**config.mk**
```make
export PLATFORM = sky130hd
export DESIGN_NAME = cocr_output_ctrl
export DESIGN_NICKNAME = d
export VERILOG_FILES = /design/src/cocr_pkg.sv /design/src/cocr_reg_bank.sv /design/src/cocr_output_ctrl.sv
export VERILOG_INCLUDE_DIRS = /design/src
export SDC_FILE = /design/constraint.sdc
export NUM_CORES = 1
export LEC_CHECK = 0
export BUFFER_PORTS_ARGS = -buffer_cell sky130_fd_sc_hd__buf_2
export CAP_MARGIN = 40
export CORE_MARGIN = 2
export CORE_UTILIZATION = 45
export DETAILED_ROUTE_END_ITERATION = 7
export PLACE_DENSITY_LB_ADDON = 0.12
export SYNTH_ARGS = -nofsm -noshare
export SYNTH_HDL_FRONTEND = slang
export SYNTH_HIERARCHICAL = 1
export SYNTH_SLANG_ARGS = --single-unit
```
**constraint.sdc**
```tcl
create_clock -name clk_in -period 1.3 [get_ports clk_in]
set_input_delay 0.065 -clock clk_in [delete_from_list [all_inputs] [get_ports clk_in]]
set_output_delay 0.065 -clock clk_in [all_outputs]
set_load 0.02 [all_outputs]
```
**src/cocr_cfg.svh**
```systemverilog
// Purpose: Offsets, reset values, field positions of the output control slice
// Assumes: Byte-wide registers on the serial port's internal write/read strobe
// Notes:   Definitions only
`ifndef COCR_CFG_SVH
`define COCR_CFG_SVH

// ==========================================================
// Register offsets
`define COCR_ADDR_SS2   8'h72
`define COCR_ADDR_SS3   8'h73
`define COCR_ADDR_RSV   8'h74
`define COCR_ADDR_GRP0  8'h75
`define COCR_ADDR_GRP1  8'h76
`define COCR_ADDR_GRP2  8'h77
`define COCR_ADDR_GRP3  8'h78

// ==========================================================
// Reset values
`define COCR_RST_SS2    8'h00
`define COCR_RST_SS3    8'h00
`define COCR_RST_RSV    8'h01
`define COCR_RST_GRP0   8'h03
`define COCR_RST_GRP1   8'h00
`define COCR_RST_GRP2   8'h00
`define COCR_RST_GRP3   8'h00
`define COCR_RST_OTHER  8'h00

// ==========================================================
// Field positions inside a group byte
`define COCR_MODE_HI    7
`define COCR_MODE_LO    6
`define COCR_RATE_HI    5
`define COCR_RATE_LO    4
`define COCR_INV_A      3
`define COCR_INV_B      2
`define COCR_ROUTE_A    1
`define COCR_ROUTE_B    0

`endif

```
**src/cocr_pkg.sv**
```systemverilog
// Purpose: Types shared by the output control slice
// Assumes: Nothing beyond the constant header
// Notes:   Pin vectors are ordered output zero, one, two, three, six
package cocr_pkg;

  // ==========================================================
  // Configuration bytes as held by the register bank
  typedef struct packed {
    logic [7:0] ss2;   // Spread reference divide slot 2
    logic [7:0] ss3;   // Spread reference divide slot 3
    logic [7:0] grp0;  // Group zero and route control
    logic [7:0] grp1;  // Group one control
    logic [7:0] grp2;  // Group two control
    logic [7:0] grp3;  // Group three control
  } cocr_cfg_t;

  // Register bank state
  typedef struct packed {
    cocr_cfg_t  cfg;    // Stored bytes
    logic [7:0] rdata;  // Registered read data
  } cocr_bank_t;

  // Output pin trio without the input leg
  typedef struct packed {
    logic [4:0] level;  // Driven level per output
    logic [4:0] oe_n;   // Low while the pin is driven
  } cocr_pins_t;

  // Output stage state
  typedef struct packed {
    logic       en_s1;  // Enable pin, first sync stage
    logic       en_s2;  // Enable pin, second sync stage
    cocr_pins_t pins;   // Registered pin drive
    logic [7:0] rate;   // Registered edge rate fields
  } cocr_state_t;

endpackage

```
**src/cocr_reg_bank.sv**
```systemverilog
// Purpose: Byte register bank for the output control slice
// Assumes: Write strobe and address come from serial port logic on clk_in
// Notes:   Read data is registered; unmapped reads return zero
`timescale 1ns/10ps
`include "cocr_cfg.svh"

module cocr_reg_bank
  import cocr_pkg::*;
(
  // Clock and reset
  input  wire logic       clk_in,
  input  wire logic       rst_in,
  // Register access
  input  wire logic       wr_en_in,
  input  wire logic [7:0] addr_in,
  input  wire logic [7:0] wdata_in,
  output logic      [7:0] rdata_out,
  // Stored configuration
  output cocr_cfg_t       cfg_out
);

  cocr_bank_t st_r;   // All state
  cocr_bank_t st_nxt; // Next state

  // ==========================================================
  // Read decode
  function automatic logic [7:0] read_byte(input cocr_cfg_t c, input logic [7:0] a);
    logic [7:0] v;
    v = `COCR_RST_OTHER;
    case (a)
      `COCR_ADDR_SS2:  v = c.ss2;
      `COCR_ADDR_SS3:  v = c.ss3;
      `COCR_ADDR_RSV:  v = `COCR_RST_RSV;
      `COCR_ADDR_GRP0: v = c.grp0;
      `COCR_ADDR_GRP1: v = c.grp1;
      `COCR_ADDR_GRP2: v = c.grp2;
      `COCR_ADDR_GRP3: v = c.grp3;
      default:         v = `COCR_RST_OTHER;
    endcase
    return v;
  endfunction

  // Next state: writes land on the addressed byte only
  always_comb begin
    st_nxt = st_r;
    if (wr_en_in) begin
      case (addr_in)
        `COCR_ADDR_SS2:  st_nxt.cfg.ss2  = wdata_in;
        `COCR_ADDR_SS3:  st_nxt.cfg.ss3  = wdata_in;
        `COCR_ADDR_GRP0: st_nxt.cfg.grp0 = wdata_in;
        `COCR_ADDR_GRP1: st_nxt.cfg.grp1 = wdata_in;
        `COCR_ADDR_GRP2: st_nxt.cfg.grp2 = wdata_in;
        `COCR_ADDR_GRP3: st_nxt.cfg.grp3 = wdata_in;
        default:         st_nxt.cfg      = st_r.cfg; // Reserved slot ignores writes
      endcase
    end
    st_nxt.rdata = read_byte(st_r.cfg, addr_in);
  end

  // State register with documented reset bytes
  always_ff @(posedge clk_in or posedge rst_in) begin
    if (rst_in) begin
      st_r.cfg.ss2  <= `COCR_RST_SS2;
      st_r.cfg.ss3  <= `COCR_RST_SS3;
      st_r.cfg.grp0 <= `COCR_RST_GRP0;
      st_r.cfg.grp1 <= `COCR_RST_GRP1;
      st_r.cfg.grp2 <= `COCR_RST_GRP2;
      st_r.cfg.grp3 <= `COCR_RST_GRP3;
      st_r.rdata    <= `COCR_RST_OTHER;
    end else begin
      st_r <= st_nxt;
    end
  end

  assign rdata_out = st_r.rdata;
  assign cfg_out   = st_r.cfg;

endmodule

```
**src/cocr_output_ctrl.sv**
```systemverilog
// Purpose: Output stage control: routing, enable modes, inversion of clock outputs
// Assumes: Post-divider clocks are produced by logic on clk_in
// Notes:   Pin drive is registered, one clk_in cycle behind the dividers and stored fields, three behind the enable pin
`timescale 1ns/10ps
`include "cocr_cfg.svh"

// Contract
// - Route A: outputs one/two own or shared divider
// - Route B: outputs three/six own or shared divider
// - Mode low bit 0 tristates; 01 low, 11 high
// - Group zero mode governs output zero only
// - Group one mode governs outputs one, two
// - Group three mode governs outputs three, six
// - Invert bit flips its output clock
module cocr_output_ctrl
  import cocr_pkg::*;
(
  // Clock and reset
  input  wire logic       clk_in,
  input  wire logic       rst_in,
  // Register access from the serial port
  input  wire logic       reg_wr_en_in,
  input  wire logic [7:0] reg_addr_in,
  input  wire logic [7:0] reg_wdata_in,
  output logic      [7:0] reg_rdata_out,
  // Post-divider clocks
  input  wire logic       post_divider_one_in,
  input  wire logic       post_divider_two_in,
  input  wire logic       post_divider_three_in,
  input  wire logic       post_divider_six_in,
  // Global output enable pin
  input  wire logic       output_enable_in,
  // Clock output pins, order zero, one, two, three, six
  output logic      [4:0] clock_output_out,
  output logic      [4:0] clock_output_oe_n_out,
  // Edge rate fields for the pad drivers, groups zero to three
  output logic      [7:0] edge_rate_out
);

  cocr_cfg_t   cfg;    // Stored configuration
  cocr_state_t st_r;   // All state
  cocr_state_t st_nxt; // Next state

  // Aliases of the fields that steer the pins
  // Group two's inversion bits are stored but steer no pin
  logic [1:0] group_zero_enable_mode;
  logic [1:0] group_one_enable_mode;
  logic [1:0] group_three_enable_mode;
  logic       group_zero_invert;
  logic [1:0] group_one_invert;
  logic [1:0] group_three_invert;
  logic       pair_a_route_select;
  logic       pair_b_route_select;
  logic       src1;    // Source for output one
  logic       src3;    // Source for output three

  // ==========================================================
  // Register bank
  cocr_reg_bank u_bank (
    .clk_in    (clk_in),
    .rst_in    (rst_in),
    .wr_en_in  (reg_wr_en_in),
    .addr_in   (reg_addr_in),
    .wdata_in  (reg_wdata_in),
    .rdata_out (reg_rdata_out),
    .cfg_out   (cfg)
  );

  assign group_zero_enable_mode  = cfg.grp0[`COCR_MODE_HI:`COCR_MODE_LO];
  assign group_one_enable_mode   = cfg.grp1[`COCR_MODE_HI:`COCR_MODE_LO];
  assign group_three_enable_mode = cfg.grp3[`COCR_MODE_HI:`COCR_MODE_LO];
  assign group_zero_invert       = cfg.grp0[`COCR_INV_A];
  assign group_one_invert        = cfg.grp1[`COCR_INV_A:`COCR_INV_B];
  assign group_three_invert      = cfg.grp3[`COCR_INV_A:`COCR_INV_B];
  assign pair_a_route_select     = cfg.grp0[`COCR_ROUTE_A];
  assign pair_b_route_select     = cfg.grp0[`COCR_ROUTE_B];

  // ==========================================================
  // Route selection
  // Shared divider when the select is clear
  assign src1 = pair_a_route_select ? post_divider_one_in : post_divider_two_in;
  assign src3 = pair_b_route_select ? post_divider_three_in : post_divider_six_in;

  // ==========================================================
  // Pin drive: returns {level, oe_n}
  function automatic logic [1:0] pin_drive(input logic en, input logic clk,
                                           input logic inv, input logic [1:0] mode);
    logic [1:0] r;
    r = 2'h1;
    if (en) begin
      r = {clk ^ inv, 1'b0};
    end else if (!mode[0]) begin
      r = 2'h1;
    end else begin
      r = {mode[1], 1'b0};
    end
    return r;
  endfunction

  // Next state: each output reads its own group's mode and invert fields; outputs one and three also read group zero's route bits
  always_comb begin
    logic [1:0] d0;
    logic [1:0] d1;
    logic [1:0] d2;
    logic [1:0] d3;
    logic [1:0] d6;
    d0 = pin_drive(st_r.en_s2, post_divider_one_in, group_zero_invert, group_zero_enable_mode);
    d1 = pin_drive(st_r.en_s2, src1, group_one_invert[1], group_one_enable_mode);
    d2 = pin_drive(st_r.en_s2, post_divider_two_in, group_one_invert[0], group_one_enable_mode);
    d3 = pin_drive(st_r.en_s2, src3, group_three_invert[1], group_three_enable_mode);
    d6 = pin_drive(st_r.en_s2, post_divider_six_in, group_three_invert[0], group_three_enable_mode);
    st_nxt            = st_r;
    // Enable pin passes two stages before any pin reads it
    st_nxt.en_s1      = output_enable_in;
    st_nxt.en_s2      = st_r.en_s1;
    st_nxt.pins.level = {d6[1], d3[1], d2[1], d1[1], d0[1]};
    st_nxt.pins.oe_n  = {d6[0], d3[0], d2[0], d1[0], d0[0]};
    // Edge rate fields pass through to the pad drivers
    st_nxt.rate       = {cfg.grp3[`COCR_RATE_HI:`COCR_RATE_LO], cfg.grp2[`COCR_RATE_HI:`COCR_RATE_LO],
                         cfg.grp1[`COCR_RATE_HI:`COCR_RATE_LO], cfg.grp0[`COCR_RATE_HI:`COCR_RATE_LO]};
  end

  // State register; pins float after reset until enabled or parked by their mode field
  always_ff @(posedge clk_in or posedge rst_in) begin
    if (rst_in) begin
      st_r.en_s1      <= 1'b0;
      st_r.en_s2      <= 1'b0;
      st_r.pins.level <= 5'h00;
      st_r.pins.oe_n  <= 5'h1f;
      st_r.rate       <= 8'h00;
    end else begin
      st_r <= st_nxt;
    end
  end

  // Pins and edge rates come straight from the state register
  assign clock_output_out      = st_r.pins.level;
  assign clock_output_oe_n_out = st_r.pins.oe_n;
  assign edge_rate_out         = st_r.rate;
endmodule

```
==> results of run 1 <==
==> power by group through the flow <==
| stage | Sequential, mW | Combinational (mW) | Clock (mW) |
|---|---|---|---|
| 6_report | 2.46 | 0.422 | 1.98 |
| 5_1_grt | 2.47 | 0.468 | 2.15 |
| 4_1_cts | 2.46 | 0.431 | 2.05 |
| 3_5_place_dp | 2.51 | 0.425 | 0 |
| 3_3_place_gp | 2.51 | 0.421 | 0 |
| 2_1_floorplan | 2.49 | 0.286 | 0 |
==> timing repair <==
item                                    4_1_cts  5_1_grt
hold buffers                                  2        0
hold endpoints to repair                     73        0
gates resized for setup                       0        1
endpoints found under the setup margin        0        8
==> registers in the layout, summed over array words and instances (netlist names) <==
| signal | count |
|---|---|
| edge_rate_out | 8 |
| clock_output_oe_n_out | 3 |
| u_bank/cfg_out | 48 |
| st_r | 1 |
| st_nxt | 1 |
| u_bank/rdata_out | 8 |
| clock_output_out | 5 |
==> cell usage after synthesis, types with 2 or more instances <==
master,count
nand2_1,6
o21ai_0,4
xor2_1,4
mux4_2,7
inv_1,11
dfrtp_1,69
mux2_2,42
buf_2,2
nor2_1,3
clkbuf_1,2
buf_4,20
mux2_4,8
nand4b_1,2
mux2i_1,3
dfstp_2,5
or3_1,2
a22oi_1,7
o22ai_1,7
nor2_2,2
==> tightest hold or removal path: cells and delay by family <==
family | cells | cell delay, ps
buffers and inverters | 1 | 90
AO/OA/AOI/OAI | 1 | 60
XOR/XNOR | 1 | 110
==> final timing paths <==
check                                          startpoint                        endpoint  slack (ps)  cells past startpoint
setup / recovery                           reg_addr_in[7]  u_bank/cfg_out[39]$_DFFE_PP0P_          70                      6
hold / removal                        post_divider_six_in   clock_output_out[4]$_DFF_PP0_          20                      3
setup reg to reg           u_bank/cfg_out[18]$_DFFE_PP0P_   u_bank/rdata_out[2]$_DFF_PP0_         110                      3
hold reg to reg                      st_nxt[18]$_DFF_PP0_              st_r[18]$_DFF_PP0_         370                      0
max in group asynchronous                          rst_in  u_bank/cfg_out[24]$_DFFE_PP1P_         710                      4
min in group asynchronous                          rst_in   clock_output_out[1]$_DFF_PP0_         310                      4
==> final cells by class <==
class / instances / area, um2
inverter: 11 / 45.0
fill: 586 / 2930
timing repair buffer: 76 / 528
sequential: 74 / 1860
clock buffer: 12 / 155
multi-input combinational: 112 / 1150
tap: 96 / 120
clock inverter: 4 / 73.8
==> layer usage <==
| metal | share of wire, % | up-vias | track usage (%) |
|---|---|---|---|
| met4 | 1.1 | 0 | 5.37 |
| li1 | - | 900 | - |
| met1 | 49 | 956 | 25.8 |
| met3 | 3.6 | 8 | 6.72 |
| met2 | 46 | 36 | 27.5 |
| met5 | 0 | - | 0 |
==> logic make-up (layout without fill, tap and decap cells) <==
family	after synthesis	count (layout)	share of synthesized area, %
buffers and inverters	36	103	6.85
AO/OA/AOI/OAI	22	22	4.44
multiplexers	60	60	24.3
flip-flops	74	74	57.8
AND/OR/NAND/NOR	25	25	5.22
XOR/XNOR	5	5	1.36
==> metrics.md, run 1 <==
| Metric | Value |
|---|---|
| Cell-internal power | 3.80 mW |
| Slew headroom | 77.3% |
| WS Path Type | in2reg |
| Worst Skew | 5.26 ps |
| Share of cells above drive strength 1 | 55.7% |
| Switching Share | 22.0% |
| Register area share after synthesis | 57.8% |
| Clock latency on the worst-skew pair | 340 ps |
| CTS Buf Count | 9 |
| Unrepaired setup endpoints after global routing | false |
| Psw | 1.07 mW |
| Slew Limit Fails | 0 |
| Dpl cells | 367 |
| Setup TNS | 0 ps |
| Synth Register Bits | 74 |
| Vias in the first global route | 1,918 |
| Worst vdd ir | 549 uV |
| First-pass GRT wire length | 10,300 um |
| Final Non-Filler Cells | 385 |
| Post-DR vias/cell | 4.94 |
| Placer Congestion | 0.777 |
| Die height | 88.5 um |
| Most common cell after layout, fill and taps aside | dfrtp_1 |
| Nets | 308 |
| Part of the power in registers | 50.6% |
| Die X | 88.5 um |
| Measured slew at the worst slew-check pin | 340 ps |
| Clk sink count | 74 |
| Critical path required time | 1530 ps |
| Yosys top cell by area | dfrtp_1 |
| Worst Path Max Fanout | 8 |
| Tot Pwr | 4.87 mW |
| GRT Residual Overflow | 0 |
| Finished Cell Area | 3940 um2 |
| Post-DP HPWL | 4600 um |
| Initial antenna violation count | 0 |
| # setup viols final | 0 |
| Die area | 7830 um2 |
| Synthesis-to-layout area growth | 22.5% |
| Post-layout util | 57.3% |
| Std-Cell Core Area | 6870 um2 |
| Initial core utilization | 46.8% |
| CP max stage cell | or3_4 |
| Top area cells in the synthesized netlist | dfrtp_1 (54%), mux2_2 (15%), mux4_2 (4.9%), buf_4 (4.7%), dfstp_2 (4.1%) |
| Post-DR wirelength/cell | 16.3 um |
| CP Data Arrival Time | 1470 ps |
| Final Hold Fails | 0 |
| Worst-path cell chain | buf_2 > nand4b_1 > or3_4 > nor3_4 > buf_12 > mux2_2 |
| GR Util All Layers | 18.5% |
| Root buf cell | clkbuf_8 |
| Postcts setup bufs | 0 |
| Initial DRC count | 75 |
| DRT Pass-1 Iters | 4 |
| Max Cap Viol | 0 |
| Remaining antenna violation count | 0 |
| CP Capture Type | flip-flop |
| Leakage power | 1.96 nW |
| TritonCTS clock tree | built |
| Mapped Cells | 222 |
| Pwr Density | 1240 nW/um2 |
| # DRC | 0 |
| Row count | 30 |
| Clk pwr share | 40.7% |
| Logic pwr share | 8.7% |
| Worst slack at placement | -339 ps |
| Final WL | 6280 um |
| Yosys warns | 6 |
| H-tree depth | 3 |
| Largest net degree at the start of global routing | 32 |
| Ys flop type | dfrtp_1 |
| Placed instance area | 3680 um2 |
| Period minus WS final | 1230 ps |
| Avg Inst Size Synth | 14.5 um2 |
| Detailed-route via count | 1,900 |
| Port bufs | 49 |
| Post-synth cell types | 35 |
| Hold Slack | 23.3 ps |
| Final Cycle Share | 94.9% |
| Number of synthesized flops with an enable pin | 0 |
| Antenna Cells | 0 |
| Most frequent cells in the layout | dfrtp_1 (69), buf_2 (49), mux2_2 (42) |
| Yosys top cell area share | 53.7% |
| Status | finished, final reports clean |
| Final worst slack | 66.2 ps |
| Worst setup SP type | input pin |
| Syn_nets | 246 |
| Max stage delay on crit path | 410 ps |
| Post-synth ARST share | 100% |
| Worst min-delay path class | in2reg |
| Number of I/O pins | 50 |
| Clock transition at the registers of the reported paths | 70 ps |
| Mapped Area | 3210 um2 |
| Fmax | 0.811 GHz |
| Clk buf depth | 2 |
| CP delay by family, top | simple AND/OR/NAND/NOR gates |
| CP Buf/Inv Count | 2 |
Power figures use the tool's default switching activity.
==> run 2: changes to the inputs <==
--- a/config.mk
+++ b/config.mk
@@ -8,9 +8,9 @@
 export LEC_CHECK = 0
 export BUFFER_PORTS_ARGS = -buffer_cell sky130_fd_sc_hd__buf_2
 export CAP_MARGIN = 40
-export CORE_MARGIN = 2
 export CORE_UTILIZATION = 45
 export DETAILED_ROUTE_END_ITERATION = 7
+export MAX_ROUTING_LAYER = met4
 export PLACE_DENSITY_LB_ADDON = 0.12
 export SYNTH_ARGS = -nofsm -noshare
 export SYNTH_HDL_FRONTEND = slang
==> metrics.md, run 2 (synthesis gave the netlist of run 1 again) <==
| Metric | Value |
|---|---|
| Post-DP HPWL | 4470 um (-2.9%) |
| GR Util All Layers | 19.9% (+1.4 points) |
| Initial antenna violation count | 0 (unchanged) |
| Final WL | 6270 um (-0.22%) |
| Max Cap Viol | 0 (unchanged) |
| Max stage delay on crit path | 420 ps (about the same) |
| Port bufs | 49 (unchanged) |
| CTS Buf Count | 9 (unchanged) |
| Worst setup SP type | input pin |
| Worst-path cell chain | buf_2 > nand4b_1 > buf_4 > or3_1 > buf_12 > mux2_4 |
| Clk sink count | 74 (unchanged) |
| CP Capture Type | flip-flop |
| Clk buf depth | 2 (unchanged) |
| Placer Congestion | 0.760 (-2.3%) |
| Most frequent cells in the layout | dfrtp_1 (69), buf_2 (49), mux2_2 (42) |
| Status | finished, final reports clean |
| Largest net degree at the start of global routing | 57 (+78%) |
| Clock transition at the registers of the reported paths | 80 ps (about the same) |
| Nets | 312 (+1.3%) |
| Die height | 86.5 um (-2.3%) |
| Leakage power | 1.96 nW (-0.14%) |
| GRT Residual Overflow | 0 (unchanged) |
| Worst hold start | post_divider_two_in |
| Period minus WS final | 1240 ps (+9.36 ps) |
| Remaining antenna violation count | 0 (unchanged) |
| DRT Pass-1 Iters | 4 (unchanged) |
| H-tree depth | 3 (unchanged) |
| Clock latency on the worst-skew pair | 340 ps (about the same) |
| Number of I/O pins | 50 (unchanged) |
| Post-DR vias/cell | 4.87 (-1.2%) |
| # setup viols final | 0 (unchanged) |
| Antenna Cells | 0 (unchanged) |
| Post-layout util | 57.3% (about the same) |
| Reg-to-reg critical path endpoint | u_bank/rdata_out[2]$_DFF_PP0_ |
| Die X | 86.5 um (-2.3%) |
| Worst min-delay path class | in2reg |
| CP Data Arrival Time | 1460 ps (about the same) |
| # fillers | 610 (+4.1%) |
| Critical path required time | 1520 ps (about the same) |
| Die area | 7480 um2 (-4.5%) |
| Reg2reg start | u_bank/cfg_out[18]$_DFFE_PP0P_ |
| Synthesis-to-layout area growth | 21.8% |
| Vias in the first global route | 1,974 (+2.9%) |
| Row count | 30 (unchanged) |
| Worst Hold Path EP | clock_output_out[2]$_DFF_PP0_ |
| Std-Cell Core Area | 6830 um2 (-0.55%) |
| Root buf cell | clkbuf_8 |
| Final Hold Fails | 0 (unchanged) |
| # DRC | 0 (unchanged) |
| Critical Path Start | reg_addr_in[7] |
| Worst vdd ir | 489 uV (-11%) |
| Most common cell after layout, fill and taps aside | dfrtp_1 |
| Initial core utilization | 47.0% (+0.26 points) |
| Hold Path Stages | 4 (+1) |
| WS Path Type | in2reg |
| Number of flip-flops in the largest register | 48 (unchanged) |
| Unrepaired setup endpoints after global routing | false |
| Worst Path Max Fanout | 7 (-1) |
| CP max stage cell | or3_1 |
| First-pass GRT wire length | 10,500 um (+1.7%) |
| Register-to-Register Setup Slack | 130 ps (+20 ps) |
| Measured slew at the worst slew-check pin | 302 ps (-38.1 ps) |
| Initial DRC count | 35 (-53%) |
| Final Cycle Share | 95.6% (+0.72 points) |
| Tot Pwr | 4.63 mW (-4.8%) |
| Pwr Density | 1180 nW/um2 (-4.3%) |
| Share of cells above drive strength 1 | 56.3% (+0.60 points) |
| Detailed-route via count | 1,896 (-0.21%) |
| R2R depth | 3 (unchanged) |
| Fmax | 0.804 GHz (-0.75%) |
| Slew Limit Fails | 0 (unchanged) |
| Slew headroom | 79.9% (+2.5 points) |
| TritonCTS clock tree | built |
| Worst Skew | 7.50 ps (+2.25 ps) |
| Post-DR wirelength/cell | 16.1 um (-1.2%) |
-- run 2: changes by cell type in the layout (fill, tap and decap cells not counted), sizes merged --
cell,delta
buf,+4
bufinv,-1
clkbuf,-2
clkinv,+1
clkinvlp,+1
inv,+1
-- run 2: layout make-up --
| cell class | instances | area (um2) | share of cell area (%) |
|---|---|---|---|
| Timing Repair Buffer | 80 | 546 | 13.9 |
| Multi-Input combinational cell | 112 | 1150 | 29.4 |
| Inverter | 11 | 45.0 | 1.15 |
| Clock inverter | 6 | 65.1 | 1.66 |
| Sequential cell | 74 | 1860 | 47.5 |
| Clock buffer | 10 | 128 | 3.26 |
| Tap cell | 96 | 120 | 3.07 |
-- run 2: report_power, final --
| part | switching, mW | internal [mW] |
|---|---|---|
| combinational | 0.220 | 0.212 |
| clock | 0.851 | 0.890 |
| sequential | 0.0550 | 2.40 |
| total | 1.13 | 3.51 |
-- run 2: worst max-delay path by stage --
| stage | to | slack, ps | cells after the start |
|---|---|---|---|
| global placement | u_bank/cfg_out[28]$_DFFE_PP0P_ | -280 | 6 |
| global route | u_bank/cfg_out[0]$_DFFE_PP0P_ | 10 | 6 |
| floorplan | u_bank/cfg_out[32]$_DFFE_PP0P_ | -220 | 5 |
| CTS | u_bank/cfg_out[31]$_DFFE_PP0P_ | 60 | 6 |
| finish | u_bank/cfg_out[11]$_DFFE_PP0P_ | 60 | 6 |
| detailed placement | u_bank/cfg_out[29]$_DFFE_PP0P_ | -300 | 6 |
-- run 2: per-stage QoR --
step           instance area [um2]  TNS [ps]  instances  hold slack [ps]  setup WS, ps
6_report                      3910         0        389             38.3          56.9
5_1_grt                       3910         0        389             45.3          9.69
4_1_cts                       3890         0        388             28.1          61.0
3_5_place_dp                  3680    -11760        370              123          -296
3_3_place_gp                  3680    -11730        370              113          -280
2_1_floorplan                 3250     -3680        222             1.38          -225
-- run 2: worst max-delay path, delay by kind of cell --
family,cells,cell delay (ps)
buffers and inverters,3,460
muxes,1,290
and+or+nand+nor,2,640
-- run 2: what timing repair did --
action / 4_1_cts / 5_1_grt
hold buffers: 2 / 0
setup endpoints to repair: 0 / 14
resized for setup: 0 / 1
setup buffers: 0 / 1
endpoints found under the hold margin: 73 / 0
-- run 2: layer usage --
metal | global-route usage, % | vias to the layer above | share of wire (%)
met3 | 3.62 | 11 | 2.8
li1 | - | 909 | -
met1 | 27.8 | 938 | 49
met5 | - | - | 0
met4 | 8.18 | 0 | 1.9
met2 | 28.9 | 38 | 46
==> run 3: changes to the inputs <==
==> constraint.sdc (replaced) <==
create_clock -name clk_in -period 1 [get_ports clk_in]
set_input_delay 0.05 -clock clk_in [delete_from_list [all_inputs] [get_ports clk_in]]
set_output_delay 0.05 -clock clk_in [all_outputs]
set_load 0.02 [all_outputs]
==> metrics.md, run 3 (synthesis gave the netlist of run 1 again) <==
| Metric | Value |
|---|---|
| Status | finished, violations left |
| Violated checks | setup timing |
| Pwr Density | 1450 nW/um2 (+22%) |
| Nets | 337 (+8.0%) |
| Fmax | 0.795 GHz |
| Dpl cells | 385 (+4.1%) |
| Logic pwr share | 11.2% (+1.9 points) |
| Clock latency on the worst-skew pair | 350 ps (about the same) |
| Max stage delay on crit path | 550 ps (+130 ps) |
| Most numerous cell on the critical path | mux2i_1 |
| Port bufs | 49 (unchanged) |
| Register-to-Register Setup Slack | -260 ps (-390 ps) |
| Die X | 86.5 um (unchanged) |
| WL met1 | 3550 um (+15%) |
| Synthesis-to-layout area growth | 35.6% |
| Worst vdd ir | 718 uV (+47%) |
| Uppermost layer routed | met4 |
| Die height | 86.5 um (unchanged) |
| Final Hold Fails | 0 (unchanged) |
| Part of the power in registers | 50.8% (-2.3 points) |
| Hold Path Stages | 2 (-2) |
| Cell-internal power | 4.73 mW (+35%) |
| Worst slack at placement | -581 ps (-285 ps) |
| Max Cap Viol | 0 (unchanged) |
| Share of cells above drive strength 1 | 65.1% (+8.8 points) |
| Worst Hold Path EP | u_bank/cfg_out[38]$_DFFE_PP0P_ |
| # DRC | 0 (unchanged) |
| Detailed-route via count | 2,111 (+11%) |
| Worst setup SP type | flip-flop |
| Number of I/O pins | 50 (unchanged) |
| Worst Path Max Fanout | 2 (-5) |
| Most frequent cells in the layout | dfrtp_1 (69), buf_2 (42), buf_4 (42) |
| WS Path Type | reg2reg |
| Unrepaired setup endpoints after global routing | true |
| CP Capture Type | flip-flop |
| Worst min-delay path class | in2reg |
| Remaining antenna violation count | 0 (unchanged) |
| Initial DRC count | 130 (+270%) |
| TritonCTS clock tree | built |
| Reg2reg start | u_bank/cfg_out[25]$_DFFE_PP1P_ |
| Root buf cell | clkbuf_8 |
| H-tree depth | 3 (unchanged) |
| Post-DP HPWL | 4980 um (+11%) |
| Std-Cell Core Area | 6830 um2 (unchanged) |
| Initial antenna violation count | 0 (unchanged) |
| Wire length on met2 | 3520 um (+22%) |
| Leakage power | 2.17 nW (+11%) |
| Measured slew at the worst slew-check pin | 314 ps (+11.8 ps) |
| GR Util All Layers | 23.2% (+3.3 points) |
| Met3 Wirelength | 337 um (+90%) |
| First-pass GRT wire length | 12,100 um (+16%) |
| Slew Limit Fails | 0 (unchanged) |
| Clk buf depth | 2 (unchanged) |
| Worst Skew | 6.44 ps (-1.06 ps) |
| Reg-to-reg critical path endpoint | clock_output_out[1]$_DFF_PP0_ |
| Final Cycle Share | 126% |
| Switching Share | 25.0% (+0.67 points) |
| Antenna Cells | 0 (unchanged) |
| Clock transition at the registers of the reported paths | 80 ps (about the same) |
| CP max stage cell | dfstp_2 |
| Period minus WS final | 1260 ps |
| Most common cell after layout, fill and taps aside | dfrtp_1 |
| Row count | 30 (unchanged) |
| GRT Residual Overflow | 0 (unchanged) |
| R2R depth | 3 (unchanged) |
| Worst-path cell chain | mux2i_1 > xor2_1 > mux2i_1 |
| # setup viols final | 63 (+63) |
| Placer Congestion | 0.847 (+12%) |
| Psw | 1.57 mW (+40%) |
| Final Non-Filler Cells | 414 (+6.4%) |
| Slew headroom | 79.0% (-0.83 points) |
| Post-DR vias/cell | 5.10 (+4.6%) |
| Final worst slack | -258 ps (-315 ps) |
| Clk pwr share | 37.9% (+0.3 points) |
| Vias in the first global route | 2,186 (+11%) |
| Worst hold start | reg_wdata_in[6] |
| Number of flip-flops in the largest register | 48 (unchanged) |
| Critical path required time | 1230 ps (-290 ps) |
| Clk sink count | 74 (unchanged) |
| CTS Buf Count | 9 (unchanged) |
| DRT Pass-1 Iters | 4 (unchanged) |
| Largest net degree at the start of global routing | 22 (-61%) |
| Post-layout util | 63.8% (+6.5 points) |
| Final WL | 7470 um (+19%) |
| Post-DR wirelength/cell | 18.0 um (+12%) |
| Initial core utilization | 47.0% (unchanged) |
| Die area | 7480 um2 (unchanged) |
| CP Data Arrival Time | 1490 ps (+30 ps) |
-- run 3: changes by cell type in the layout (fill, tap and decap cells not counted), sizes merged --
cell         change
buf             +24
clkinv           -2
clkbuf           +1
clkinvlp         +1
dlygate4sd3      +1
-- run 3: metrics by stage --
step | total power, mW | TNS (ps) | area, um2 | hold WS (ps)
final | 6.30 | -8110 | 4360 | 26.0
after global routing | 6.56 | -10470 | 4360 | 27.2
after CTS | 6.33 | -4020 | 4300 | 14.4
after detailed placement | 3.86 | -26220 | 3770 | -31.2
after global placement | 3.85 | -25520 | 3770 | -35.7
after floorplan | 3.61 | -17430 | 3250 | -13.6
-- run 3: cell type report --
cell class                 instances  area (um2)
clock inverter                     5        62.6
fill                             534        2470
sequential                        74        1860
clock buffer                      11         141
tap                               96         120
inverter                          11        45.0
timing repair buffer             105         797
multi-input combinational        112        1330
-- run 3: power by group through the flow --
stage,registers [mW],logic [mW],clock network (mW)
6_report,3.20,0.708,2.39
3_3_place_gp,3.25,0.597,0
5_1_grt,3.22,0.768,2.58
3_5_place_dp,3.26,0.607,0
2_1_floorplan,3.23,0.374,0
4_1_cts,3.20,0.691,2.44
-- run 3: timing repair --
| action | CTS | global route |
|---|---|---|
| hold buffers | 3 | 0 |
| endpoints found under the setup margin | 64 | 64 |
| endpoints found under the hold margin | 59 | 0 |
| resized for setup | 61 | 7 |
| pin swaps | 10 | 4 |
| setup buffers | 6 | 4 |
-- run 3: routing by layer --
layer	vias up	GRT usage (%)
met5	-	-
met4	0	8.33
met3	7	4.38
met2	63	33.6
met1	1085	32.9
li1	956	-
-- run 3: critical path, delay by kind of cell (launching register included) --
family	cells	cell delay (ps)
DFF	1	550
muxes	2	330
xor gates and xnor gates	1	260
-- run 3: worst max-delay path by stage --
stage                                         startpoint                             end  slack, ps  cells past startpoint
after floorplan                           reg_addr_in[7]  u_bank/cfg_out[32]$_DFFE_PP0P_       -510                      5
after global placement                    reg_addr_in[7]  u_bank/cfg_out[29]$_DFFE_PP0P_       -560                      6
after detailed placement                  reg_addr_in[7]   u_bank/cfg_out[1]$_DFFE_PP0P_       -580                      6
after CTS                 u_bank/cfg_out[25]$_DFFE_PP1P_   clock_output_out[1]$_DFF_PP0_       -240                      3
after global routing      u_bank/cfg_out[25]$_DFFE_PP1P_   clock_output_out[1]$_DFF_PP0_       -290                      3
final                     u_bank/cfg_out[25]$_DFFE_PP1P_   clock_output_out[1]$_DFF_PP0_       -260                      3
